--- src/burst_addr_pkg.sv ---
// Purpose : Shared widths, types and reset values for the burst address logic
// Assumes : One port clock domain, host on the same clock
// Notes   : In-bank field sized so its top address is FFFh
package burst_addr_pkg;

  // ****************************************
  // Widths and reset values
  // ****************************************
  localparam int BANK_W    = 6;
  localparam int IN_BANK_W = 12;
  localparam int ADDR_W    = BANK_W + IN_BANK_W;
  localparam int LANES     = 4;
  localparam int LANE_W    = 9;
  localparam int DATA_W    = LANES * LANE_W;
  localparam int PORTS     = 2;
  localparam logic [ADDR_W-1:0] ADDR_RESET = 18'h00000;

  typedef logic [ADDR_W-1:0]  addr_t;
  typedef logic [BANK_W-1:0]  bank_t;
  typedef logic [LANES-1:0]   lane_t;
  typedef logic [DATA_W-1:0]  data_t;

  // One port's host-side controls, sampled on the port clock except output enable and latency select, which act combinationally
  typedef struct packed {
    addr_t ext_addr;
    logic  address_strobe_n;
    logic  count_advance_n;
    logic  reload_n;
    logic  write_n;
    logic  chip_select_low_n;
    logic  chip_select_high;
    lane_t byte_lane_enable_n;
    logic  output_enable_n;
    logic  output_latency_select;
  } port_ctrl_t;

endpackage

--- src/port_addr_counter.sv ---
// Purpose : One port's address counter with load, advance, hold and reload
// Assumes : Controls are synchronous to i_core_clk
// Notes   : Reload address is left without reset on purpose
`timescale 1ns/100ps
module port_addr_counter
(
  // Clock and reset
  input  wire logic                  i_core_clk,
  input  wire logic                  i_rstn,
  // Counter controls
  input  wire burst_addr_pkg::addr_t i_ext_addr,
  input  wire logic                  i_address_strobe_n,
  input  wire logic                  i_count_advance_n,
  input  wire logic                  i_reload_n,
  // State
  output      burst_addr_pkg::addr_t o_addr,
  output      logic                  o_reload_valid
);
  import burst_addr_pkg::*;

  addr_t addr_reg;
  addr_t addr_next;
  addr_t reload_reg;
  addr_t reload_next;
  logic  valid_reg;
  logic  valid_next;

  // ****************************************
  // Next address selection
  // ****************************************
  always_comb
  begin
    addr_next   = addr_reg;
    reload_next = reload_reg;
    valid_next  = valid_reg;
    if (!i_reload_n)
    begin
      addr_next = reload_reg;                         // RL4
    end
    else if (!i_address_strobe_n)
    begin
      addr_next   = i_ext_addr;                       // RL1 RL5
      reload_next = i_ext_addr;                       // RL1 RL7
      valid_next  = 1'b1;
    end
    else if (!i_count_advance_n)
    begin
      // Bank bits sit above in-bank bits, so carry and wrap come free
      addr_next = addr_t'(addr_reg + 1'b1);           // RL2 RL6 RL9 RL10
    end
    else
    begin
      addr_next = addr_reg;                           // RL3
    end
  end

  always_ff @(posedge i_core_clk or negedge i_rstn)   // RL16
  begin
    if (!i_rstn)
    begin
      addr_reg  <= ADDR_RESET;
      valid_reg <= 1'b0;
    end
    else
    begin
      addr_reg  <= addr_next;
      valid_reg <= valid_next;
    end
  end

  // No reset: undefined until the first strobe load
  always_ff @(posedge i_core_clk)
  begin
    reload_reg <= reload_next;                        // RL7
  end

  assign o_addr         = addr_reg;
  assign o_reload_valid = valid_reg;

  // ****************************************
  // Checks
  // ****************************************
  AST_LOAD: assert property (@(posedge i_core_clk) disable iff (!i_rstn) // RL1
    (!i_address_strobe_n && i_reload_n) |=> (addr_reg == $past(i_ext_addr)) && (reload_reg == addr_reg))
    else $error("strobe load not taken");
  AST_ADVANCE: assert property (@(posedge i_core_clk) disable iff (!i_rstn) // RL2
    (i_address_strobe_n && !i_count_advance_n && i_reload_n) |=> addr_reg == addr_t'($past(addr_reg) + 1'b1))
    else $error("counter did not advance by one");
  AST_HOLD: assert property (@(posedge i_core_clk) disable iff (!i_rstn) // RL3
    (i_address_strobe_n && i_count_advance_n && i_reload_n) |=> $stable(addr_reg))
    else $error("counter moved while held");
  AST_RELOAD: assert property (@(posedge i_core_clk) disable iff (!i_rstn) // RL4
    (!i_reload_n && valid_reg) |=> addr_reg == $past(reload_reg))
    else $error("reload did not restore strobed address");
  AST_BANK_CARRY: assert property (@(posedge i_core_clk) disable iff (!i_rstn) // RL9
    (i_address_strobe_n && !i_count_advance_n && i_reload_n && (&addr_reg[IN_BANK_W-1:0]))
    |=> (addr_reg[IN_BANK_W-1:0] == '0) && (addr_reg[ADDR_W-1:IN_BANK_W] == bank_t'($past(addr_reg[ADDR_W-1:IN_BANK_W]) + 1'b1)))
    else $error("no carry into next bank");
  AST_TOP_WRAP: assert property (@(posedge i_core_clk) disable iff (!i_rstn) // RL10
    (i_address_strobe_n && !i_count_advance_n && i_reload_n && (&addr_reg)) |=> addr_reg == '0)
    else $error("top of last bank did not wrap");
  COV_RELOAD: cover property (@(posedge i_core_clk) disable iff (!i_rstn)
    !i_address_strobe_n ##1 (!i_count_advance_n && i_address_strobe_n) [*3] ##1 !i_reload_n);
  COV_WRAP: cover property (@(posedge i_core_clk) disable iff (!i_rstn)
    (&addr_reg) && i_address_strobe_n && !i_count_advance_n && i_reload_n);

endmodule // port_addr_counter

--- src/dual_port_burst_address_counter.sv ---
// Purpose : Address counters, access decode and read latency for both ports
// Assumes : Host drives each port's controls on i_core_clk; array answers one cycle after address
// Notes   : Output enable is combinational to the pin enables
// Function
// RL1: Strobe low with reload high loads external address and stores it for reload.
// RL2: Strobe high, advance low, reload high: address steps up by one.
// RL3: Strobe, advance and reload all high: counter value held unchanged.
// RL4: Reload low restores last strobed address regardless of strobe and advance.
// RL5: Strobe load and reload ignore chip selects and byte lane enables.
// RL6: Advance acts even when chip selects or lanes deselect the port.
// RL7: Reload address is undefined until the first strobe load.
// RL8: Host should strobe a known address at start before relying on reload.
// RL9: Counter carries from in-bank FFFh to 0h of the next bank.
// RL10: Top of bank 63 wraps to address zero of bank 0.
// RL11: Pipelined mode delivers read data one cycle later than flow-through.
// RL12: Hosts must keep both counters off the same bank at once.
// RL13: Read, write and lanes decided by select, chip selects, lanes, output enable.
// RL14: Both ports on one bank makes both accesses invalid.
// RL15: Output enable high floats all data outputs at once, without the clock.
// RL16: Each port has its own counter and reload, acting on clock edges only.
`timescale 1ns/100ps
module dual_port_burst_address_counter
(
  // Clock and reset
  input  wire logic                       i_core_clk,
  input  wire logic                       i_rstn,
  // Host controls per port
  input  wire burst_addr_pkg::port_ctrl_t i_port_ctrl   [burst_addr_pkg::PORTS],
  // Array read data per port, for the address presented the cycle before
  input  wire burst_addr_pkg::data_t      i_array_rdata [burst_addr_pkg::PORTS],
  // Array side
  output      burst_addr_pkg::addr_t      o_addr        [burst_addr_pkg::PORTS],
  output      burst_addr_pkg::lane_t      o_array_we    [burst_addr_pkg::PORTS],
  output      logic                       o_reload_valid[burst_addr_pkg::PORTS],
  output      logic                       o_collision,
  // Data pins per port
  output      burst_addr_pkg::data_t      o_dq_out      [burst_addr_pkg::PORTS],
  output      burst_addr_pkg::lane_t      o_dq_oe_n     [burst_addr_pkg::PORTS]
);
  import burst_addr_pkg::*;

  logic  collision_reg;
  logic  collision_next;
  lane_t we_reg    [PORTS];
  lane_t we_next   [PORTS];
  lane_t rd0_reg   [PORTS];
  lane_t rd0_next  [PORTS];
  lane_t rd1_reg   [PORTS];
  lane_t rd1_next  [PORTS];
  logic  bad0_reg  [PORTS];
  logic  bad0_next [PORTS];
  data_t dq0_reg   [PORTS];
  data_t dq0_next  [PORTS];
  data_t dq1_reg   [PORTS];
  data_t dq1_next  [PORTS];

  // ****************************************
  // Bank collision
  // ****************************************
  always_comb
  begin
    // Host is meant to avoid this; flag it rather than arbitrate
    collision_next = (o_addr[0][ADDR_W-1:IN_BANK_W] == o_addr[1][ADDR_W-1:IN_BANK_W]); // RL12 RL14
  end

  always_ff @(posedge i_core_clk or negedge i_rstn)
  begin
    if (!i_rstn)
    begin
      collision_reg <= 1'b0;
    end
    else
    begin
      collision_reg <= collision_next;
    end
  end

  assign o_collision = collision_reg;

  // ****************************************
  // Per-port counter, decode and output path
  // ****************************************
  for (genvar p = 0; p < PORTS; p++)
  begin : g_port
    logic  sel;
    lane_t lanes;
    lane_t out_lanes;

    port_addr_counter u_counter
    (
      .i_core_clk         (i_core_clk),
      .i_rstn             (i_rstn),
      .i_ext_addr         (i_port_ctrl[p].ext_addr),
      .i_address_strobe_n (i_port_ctrl[p].address_strobe_n),
      .i_count_advance_n  (i_port_ctrl[p].count_advance_n),
      .i_reload_n         (i_port_ctrl[p].reload_n),
      .o_addr             (o_addr[p]),
      .o_reload_valid     (o_reload_valid[p])
    ); // RL16

    always_comb
    begin
      sel         = !i_port_ctrl[p].chip_select_low_n && i_port_ctrl[p].chip_select_high; // RL13
      lanes       = sel ? ~i_port_ctrl[p].byte_lane_enable_n : '0;                     // RL13
      we_next[p]  = i_port_ctrl[p].write_n ? '0 : lanes;
      rd0_next[p] = i_port_ctrl[p].write_n ? lanes : '0;
      rd1_next[p] = rd0_reg[p];
      // Writes on a shared bank are dropped; corrupting would be as valid
      bad0_next[p] = collision_next;                                                    // RL14
      dq0_next[p]  = i_array_rdata[p];
      dq1_next[p]  = dq0_reg[p];                                                        // RL11
    end

    always_ff @(posedge i_core_clk or negedge i_rstn)
    begin
      if (!i_rstn)
      begin
        we_reg[p]   <= '0;
        rd0_reg[p]  <= '0;
        rd1_reg[p]  <= '0;
        bad0_reg[p] <= 1'b0;
        dq0_reg[p]  <= '0;
        dq1_reg[p]  <= '0;
      end
      else
      begin
        we_reg[p]   <= we_next[p];
        rd0_reg[p]  <= rd0_next[p];
        rd1_reg[p]  <= rd1_next[p];
        bad0_reg[p] <= bad0_next[p];
        dq0_reg[p]  <= dq0_next[p];
        dq1_reg[p]  <= dq1_next[p];
      end
    end

    assign o_array_we[p] = collision_reg ? '0 : we_reg[p];                              // RL14
    // Invalid flow-through reads are driven as zero rather than stale data; pipelined reads are not blanked
    assign o_dq_out[p]   = i_port_ctrl[p].output_latency_select ? dq1_reg[p]
                         : (bad0_reg[p] ? '0 : dq0_reg[p]);                             // RL11 RL14
    assign out_lanes     = i_port_ctrl[p].output_latency_select ? rd1_reg[p] : rd0_reg[p];
    assign o_dq_oe_n[p]  = i_port_ctrl[p].output_enable_n ? '1 : ~out_lanes;            // RL15

    // ****************************************
    // Checks
    // ****************************************
    AST_WRITE_LANES: assert property (@(posedge i_core_clk) disable iff (!i_rstn) // RL13
      (!i_port_ctrl[p].write_n && !i_port_ctrl[p].chip_select_low_n && i_port_ctrl[p].chip_select_high
       && !collision_next) |=> o_array_we[p] == ~$past(i_port_ctrl[p].byte_lane_enable_n))
      else $error("write lanes do not follow lane enables");
    AST_DESELECT: assert property (@(posedge i_core_clk) disable iff (!i_rstn) // RL6
      (i_port_ctrl[p].chip_select_low_n && i_port_ctrl[p].address_strobe_n && i_port_ctrl[p].reload_n
       && !i_port_ctrl[p].count_advance_n) |=> (o_array_we[p] == '0) && (o_addr[p] == addr_t'($past(o_addr[p]) + 1'b1)))
      else $error("deselected port wrote or failed to advance");
    AST_PIPE_DELAY: assert property (@(posedge i_core_clk) disable iff (!i_rstn) // RL11
      ##1 1'b1 |-> dq1_reg[p] == $past(dq0_reg[p]))
      else $error("pipelined data not one cycle behind");
    AST_OE_FLOAT: assert property (@(posedge i_core_clk) disable iff (!i_rstn) // RL15
      i_port_ctrl[p].output_enable_n |-> o_dq_oe_n[p] == '1)
      else $error("data driven with output enable high");
    COV_PIPE_READ: cover property (@(posedge i_core_clk) disable iff (!i_rstn)
      i_port_ctrl[p].output_latency_select && !i_port_ctrl[p].output_enable_n && (rd1_reg[p] != '0));
    AST_READ_LANES: assert property (@(posedge i_core_clk) disable iff (!i_rstn) // RL13
      (i_port_ctrl[p].write_n && !i_port_ctrl[p].chip_select_low_n && i_port_ctrl[p].chip_select_high)
      |=> (i_port_ctrl[p].output_latency_select || i_port_ctrl[p].output_enable_n
           || o_dq_oe_n[p] == $past(i_port_ctrl[p].byte_lane_enable_n)))
      else $error("flow-through pin enables do not follow read lanes");
    AST_PIPE_LANES: assert property (@(posedge i_core_clk) disable iff (!i_rstn) // RL11
      (i_port_ctrl[p].write_n && !i_port_ctrl[p].chip_select_low_n && i_port_ctrl[p].chip_select_high)
      |-> ##2 (!i_port_ctrl[p].output_latency_select || i_port_ctrl[p].output_enable_n
               || o_dq_oe_n[p] == $past(i_port_ctrl[p].byte_lane_enable_n, 2)))
      else $error("pipelined pin enables not two edges after the read");
    // Flow-through word of a shared-bank cycle is unusable, so it is blanked
    AST_FLOW_INVALID: assert property (@(posedge i_core_clk) disable iff (!i_rstn) // RL14
      (o_collision && !i_port_ctrl[p].output_latency_select) |-> o_dq_out[p] == '0)
      else $error("flow-through read shown during a bank collision");
    COV_FLOW_READ: cover property (@(posedge i_core_clk) disable iff (!i_rstn)
      !i_port_ctrl[p].output_latency_select && !i_port_ctrl[p].output_enable_n && (rd0_reg[p] != '0));
  end

  AST_COLLISION: assert property (@(posedge i_core_clk) disable iff (!i_rstn) // RL14
    (o_addr[0][ADDR_W-1:IN_BANK_W] == o_addr[1][ADDR_W-1:IN_BANK_W]) |=> o_collision && o_array_we[0] == '0 && o_array_we[1] == '0)
    else $error("same-bank access not blocked");
  AST_COLL_CLEAR: assert property (@(posedge i_core_clk) disable iff (!i_rstn) // RL14
    (o_addr[0][ADDR_W-1:IN_BANK_W] != o_addr[1][ADDR_W-1:IN_BANK_W]) |=> !o_collision)
    else $error("collision flagged for distinct banks");
  COV_COLLISION: cover property (@(posedge i_core_clk) disable iff (!i_rstn) o_collision);

endmodule // dual_port_burst_address_counter

--- config.mk ---
export PLATFORM = sky130hd
export DESIGN_NAME = dual_port_burst_address_counter
export DESIGN_NICKNAME = d
export VERILOG_FILES = /design/src/burst_addr_pkg.sv /design/src/port_addr_counter.sv /design/src/dual_port_burst_address_counter.sv
export SDC_FILE = /design/constraint.sdc
export NUM_CORES = 1
export LEC_CHECK = 0
export CORE_MARGIN = 2
export CORE_UTILIZATION = 30
export CTS_BUF_LIST = sky130_fd_sc_hd__clkbuf_16
export DETAILED_ROUTE_END_ITERATION = 12
export DONT_BUFFER_PORTS = 1
export PLACE_DENSITY = 0.41
export SLEW_MARGIN = 10
export SYNTH_ARGS = -nofsm -noshare
export SYNTH_HDL_FRONTEND = slang
export SYNTH_SLANG_ARGS = --single-unit
--- constraint.sdc ---
create_clock -name i_core_clk -period 2.4 [get_ports i_core_clk]
set_input_delay 0.48 -clock i_core_clk [delete_from_list [all_inputs] [get_ports i_core_clk]]
set_output_delay 0.48 -clock i_core_clk [all_outputs]
set_load 0.005 [all_outputs]
==> results.yml, run 1 <==
status:
  status: "finished with violations"
  violations: "hold timing"
yosys:
  synth_edf_count: 36
  synth_top_area_cell: "dfrtp_1"
  synthTopCellsByArea: "dfrtp_1 57%, edfxtp_1 12%, a22o_1 7.0%"
  synth_nets: 814
  synthMostInstantiatedCell: "dfrtp_1"
  avgSynthCellArea_um2: 13.3
  synth_area_mm2: 0.00905
  syn_inst: 678
  synthFlopType: "dfrtp_1"
  async_reset_ff_share_pct: 85.2
  ys_ff_latch: 243
  yosysTopAreaCellShare_pct: 57.3
  synth.top_cells.by_count: "207 x dfrtp_1, 72 x a22o_1, 48 x nand3_1"
  yosys_warnings: 0
  synth-seq-area-share_pct: 69.2
  ys_types: 46
clock_tree:
  hold_buffers: 81
  numClockSinks: 243
  postCtsSetupBuffers: 0
  clockBufferDepth: 3
  numCtsBuffers: 28
  tritoncts: "yes"
  clock_tree.root_cell: "clkbuf_16"
  htreeDepth: 1
  path_clk_slew_ps: 60
  clk_latency_ps: 530
critical_path:
  worstPathRequired_ps: 1920
  crit_path_max_incr_delay_ps: 520
  startpoint_type: "register"
  cp_top_family: "flip-flops"
  worst-path-buf-inv: 1
  reg2reg_slack_ps: 530
  worstPathMaxFanout: 36
  path_depth: 3
  r2r_cells: 4
  crit_chain: "nor2_2 > buf_6 > a22o_1"
  worstSetupPathType: "reg -> out"
  cp.arrival_ps: 1760
  worstSetupEndpointType: "primary output"
  crit_slowest_cell: "dfrtp_2"
route:
  first_pass_iters: 4
  drtIter0Drc: 180
  vias: 5658
  route.detailed.drc: 0
  ant_nets: 0
  viasPerCell: 4.87
  wl_per_cell_um: 19.5
  wirelength_um: 22600
floorplanning:
  dieHeight_um: 178
  coreArea_mm2: 0.0296
  fp.dieW_um: 178
  top_level_ports: 261
  dieArea_mm2: 0.0316
  start_util_pct: 30.5
  rows: 63
timing:
  setup_viol: 0
  relSlewSlack_pct: 59.4
  fin_crit_sh_pct: 93.3
  period_minus_slack_ps: 2240
  rsz0062_at_grt: "false"
  finClkSkew_ps: 5.60
  drv_slew: 0
  worst_pin_slew_ps: 606
  fmax_mhz: 447
  tns_ps: 0
  hold_slack_ps: -358
  finalHoldViolations: 207
flow_run:
  max_cap_violations: 0
worst_hold_path:
  hp-class: "in -> async"
global_routing:
  antenna_found_initial: 1
  grt_pass1_wl_um: 34500
  grt_usage_pct: 13.9
  grt_max_degree: 208
  grt_pass1_vias: 5967
  grt-ovfl-total: 0
placement:
  dp_hpwl_um: 14500
  portBuffers: 0
  gp_congestion: 0.762
  placed_cells: 1029
cells_and_area:
  area_delta_synth_final_pct: 22.6
  fin_nets: 886
  antennaDiodeCount: 0
  post-route-util_pct: 37.4
  fillers: 2875
  instances_no_fill: 1161
  drive_gt1_share_pct: 8.30
power:
  ir_drop_v: 0.000604
  p_per_area_mw_per_mm2: 832
  p_leak_nw: 4.58
-- worst paths after layout --
kind                                               start                             end
setup / recovery                             bad0_reg[0]                     o_dq_out[0]
hold / removal                                    i_rstn                     dq0_reg[10]
setup reg to reg           g_port[0].u_counter.o_addr[5]  g_port[0].u_counter.o_addr[17]
hold reg to reg                              dq0_reg[35]                     dq1_reg[35]
max in group asynchronous                         i_rstn  g_port[0].u_counter.o_addr[10]
min in group i_core_clk                  i_port_ctrl[39]   g_port[0].u_counter.o_addr[0]
-- cell type report --
type	instances	area [µm²]	share of cell area (%)
multi-input combinational	385	2600	23.4
clock inverter	22	143	1.29
clock buffer	29	726	6.54
sequential	243	6260	56.5
timing repair buffer	85	848	7.65
inverter	7	26.3	0.237
tap	390	488	4.40
-- per-layer routing --
metal	global-route usage, %	routed length [µm]	vias up
li1	-	-	2604
met3	4.18	1850	41
met1	18.2	9500	2794
met4	4.68	700	0
met5	0	0	-
met2	22.2	10600	219
-- power by group --
group / internal, mW / switching (mW)
Clock: 2.37 / 1.63
Combinational: 0.322 / 0.259
Sequential: 4.43 / 0.223
-- kinds of logic (layout without fill, tap and decap cells) --
family,after synthesis,in the layout,synth area share (%)
xor+xnor,29,29,2.81
flops,243,243,69.2
mux,20,20,2.28
compound gates,148,148,11.9
simple gates,186,186,11.4
buf+inv,50,143,2.20
fa+ha+maj,2,2,0.277
-- placed cells by master (no fill, tap or decap), types with 20 or more instances in the layout --
cell,n
dlygate4sd3_1,81
nand2b_1,21
nand3_1,48
dfrtp_1,206
a21oi_1,23
edfxtp_1,36
clkbuf_16,29
xnor2_1,20
nor2_1,33
o21ai_0,25
a22o_1,72
-- repair_timing --
action	in CTS	in global routing
pin swaps	0	0
resized for setup	2	1
setup endpoints to repair	72	44
endpoints found under the hold margin	290	207
-- per-stage QoR --
| stage | instance area, µm² | setup WS, ps | total power, mW | hold WS, ps |
|---|---|---|---|---|
| 2_1_floorplan | 9050 | 196 | 5.08 | 184 |
| 3_3_place_gp | 9400 | 549 | 5.19 | 190 |
| 3_5_place_dp | 9400 | 509 | 5.21 | 191 |
| 4_1_cts | 11100 | 1.91 | 9.42 | -394 |
| 5_1_grt | 11100 | 77.7 | 9.68 | -395 |
| 6_report | 11100 | 161 | 9.23 | -358 |
No activity file was read; power rests on OpenSTA's default activity.
==> inputs of run 2 (changes only) <==
--- a/config.mk
+++ b/config.mk
@@ -6,11 +6,11 @@
 export NUM_CORES = 1
 export LEC_CHECK = 0
 export CORE_MARGIN = 2
-export CORE_UTILIZATION = 30
+export CORE_UTILIZATION = 56
 export CTS_BUF_LIST = sky130_fd_sc_hd__clkbuf_16
 export DETAILED_ROUTE_END_ITERATION = 12
 export DONT_BUFFER_PORTS = 1
-export PLACE_DENSITY = 0.41
+export PLACE_DENSITY = 0.71
 export SLEW_MARGIN = 10
 export SYNTH_ARGS = -nofsm -noshare
 export SYNTH_HDL_FRONTEND = slang
==> constraint.sdc (replaced) <==
create_clock -name i_core_clk -period 2 [get_ports i_core_clk]
set_input_delay 0.4 -clock i_core_clk [delete_from_list [all_inputs] [get_ports i_core_clk]]
set_output_delay 0.4 -clock i_core_clk [all_outputs]
set_load 0.005 [all_outputs]
==> run 2 against run 1 <==
- the run still ends with hold timing left
- critical path depth is the same
- largest cell class unchanged
- die area shrank 46%
- clock skew grew 6.8 ps
- routed wire length shrank 2.5%
- sequential power grew 20%
- worst setup slack lost 120 ps
- register-to-register slack lost 320 ps
- critical endpoint is now o_dq_out[14]
- worst hold slack lost 47 ps
==> results.yml, run 2 (synthesized netlist as in run 1, its figures left out) <==
global_routing:
  grt_pass1_vias: 6196
  grt_pass1_wl_um: 32500
  grt-ovfl-total: 0
  antenna_found_initial: 0
  grt_usage_pct: 24.3
  grt_max_degree: 208
timing:
  rsz0062_at_grt: "true"
  setup_viol: 0
  relSlewSlack_pct: 71.6
  fin_crit_sh_pct: 97.8
  drv_slew: 0
  hold_slack_ps: -404
  finalHoldViolations: 207
  fmax_mhz: 511
  tns_ps: 0
  worst_pin_slew_ps: 425
  finClkSkew_ps: 12.4
  period_minus_slack_ps: 1960
cells_and_area:
  antennaDiodeCount: 0
  fin_nets: 932
  final_common_cell: "dfrtp_1"
  area_delta_synth_final_pct: 25.1
  final_area_mm2: 0.0113
  fillers: 1040
  instances_no_fill: 1028
  drive_gt1_share_pct: 8.87
  most-common-layout-cells: "206 x dfrtp_1, 118 x dlygate4sd3_1, 71 x a22o_1"
power:
  p_leak_nw: 4.77
  fin_total_pwr_mw: 10.7
  ir_drop_v: 0.000825
  p_per_area_mw_per_mm2: 945
placement:
  placed_cells: 863
  dp_hpwl_um: 13000
  gp_congestion: 0.826
  place_area_mm2: 0.00927
  portBuffers: 0
route:
  viasPerCell: 5.80
  wl_per_cell_um: 21.4
  drtIter0Drc: 361
  vias: 5964
  route.detailed.drc: 0
  wirelength_um: 22000
  first_pass_iters: 4
  ant_nets: 0
floorplanning:
  start_util_pct: 57.2
  dieArea_mm2: 0.0172
  coreArea_mm2: 0.0158
  fp.dieW_um: 131
  top_level_ports: 261
  rows: 46
  dieHeight_um: 131
clock_tree:
  path_clk_slew_ps: 60
  clock_tree.root_cell: "clkbuf_16"
  clockBufferDepth: 3
  clk_latency_ps: 510
  numCtsBuffers: 24
  tritoncts: "yes"
  hold_buffers: 118
  numClockSinks: 243
  htreeDepth: 1
critical_path:
  cp.arrival_ps: 1560
  worstSetupEndpointType: "primary output"
  worstPathRequired_ps: 1600
  worstPathMaxFanout: 18
  reg2reg_slack_ps: 210
  startpoint_type: "register"
  worstSetupPathType: "reg -> out"
worst_hold_path:
  hp-class: "in -> async"
status:
  status: "finished with violations"
  violations: "hold timing"
flow_run:
  max_cap_violations: 0
## run 2: changes by cell type in the layout (fill, tap and decap cells not counted), sizes merged
cell         delta
dlygate4sd3    +37
clkinv          -2
buf            +11
clkbuf          -2
inv             -2
clkinvlp        -1
## run 2: where the power goes
part / internal (mW) / total [mW] / switching, mW
sequential: 5.31 / 5.57 / 0.254
combinational: 0.484 / 0.848 / 0.363
clock: 2.50 / 4.28 / 1.79
total: 8.29 / 10.7 / 2.40
## run 2: layer usage
layer	up-vias	part of all wire, %	global-route usage [%]
met5	-	0	0
met4	0	2.2	6.26
met3	39	7.2	6.53
met2	209	52	42.7
met1	3011	39	30.1
li1	2705	-	-
## run 2: critical path: stages (launching register included)
cell	delay (ps)
dfrtp_2	450
nor2_4	190
clkbuf_16	220
a22o_1	190
## run 2: per-stage QoR
step / utilization (%) / hold WS [ps] / setup slack, ps
global route: 71.5 / -435 / -19.7
floorplan: - / 104 / 153
global placement: 58.6 / 109 / 284
CTS: 71.0 / -424 / 5.06
detailed placement: 58.6 / 110 / 250
finish: 71.5 / -404 / 43.1
## run 2: final cells by class
type | count | area (µm²) | area share [%]
Timing Repair Buffer | 135 | 1400 | 12.4
Clock buffer | 25 | 626 | 5.53
Sequential cell | 243 | 6260 | 55.3
Inverter | 7 | 26.3 | 0.232
Tap cell | 216 | 270 | 2.39
Multi-Input combinational cell | 385 | 2620 | 23.1
Clock inverter | 17 | 119 | 1.05
## run 2: what timing repair did
item,4_1_cts,5_1_grt
hold endpoints to repair,333,207
resized for setup,4,1
cloned,1,2
buffers inserted,1,1
endpoints found under the setup margin,40,21
pin swaps,1,2
## run 2: path summary, 6_finish.rpt
| check | startpoint | endpoint | cells past startpoint |
|---|---|---|---|
| max in group asynchronous | i_rstn | dq0_reg[63] | 0 |
| setup reg to reg | g_port[0].u_counter.o_addr[6] | g_port[0].u_counter.o_addr[8] | 4 |
| hold / removal | i_rstn | dq0_reg[16] | 0 |
| hold reg to reg | dq0_reg[28] | dq1_reg[28] | 0 |
| setup / recovery | bad0_reg[0] | o_dq_out[14] | 3 |
| min in group i_core_clk | i_port_ctrl[19] | g_port[1].u_counter.o_addr[7] | 1 |
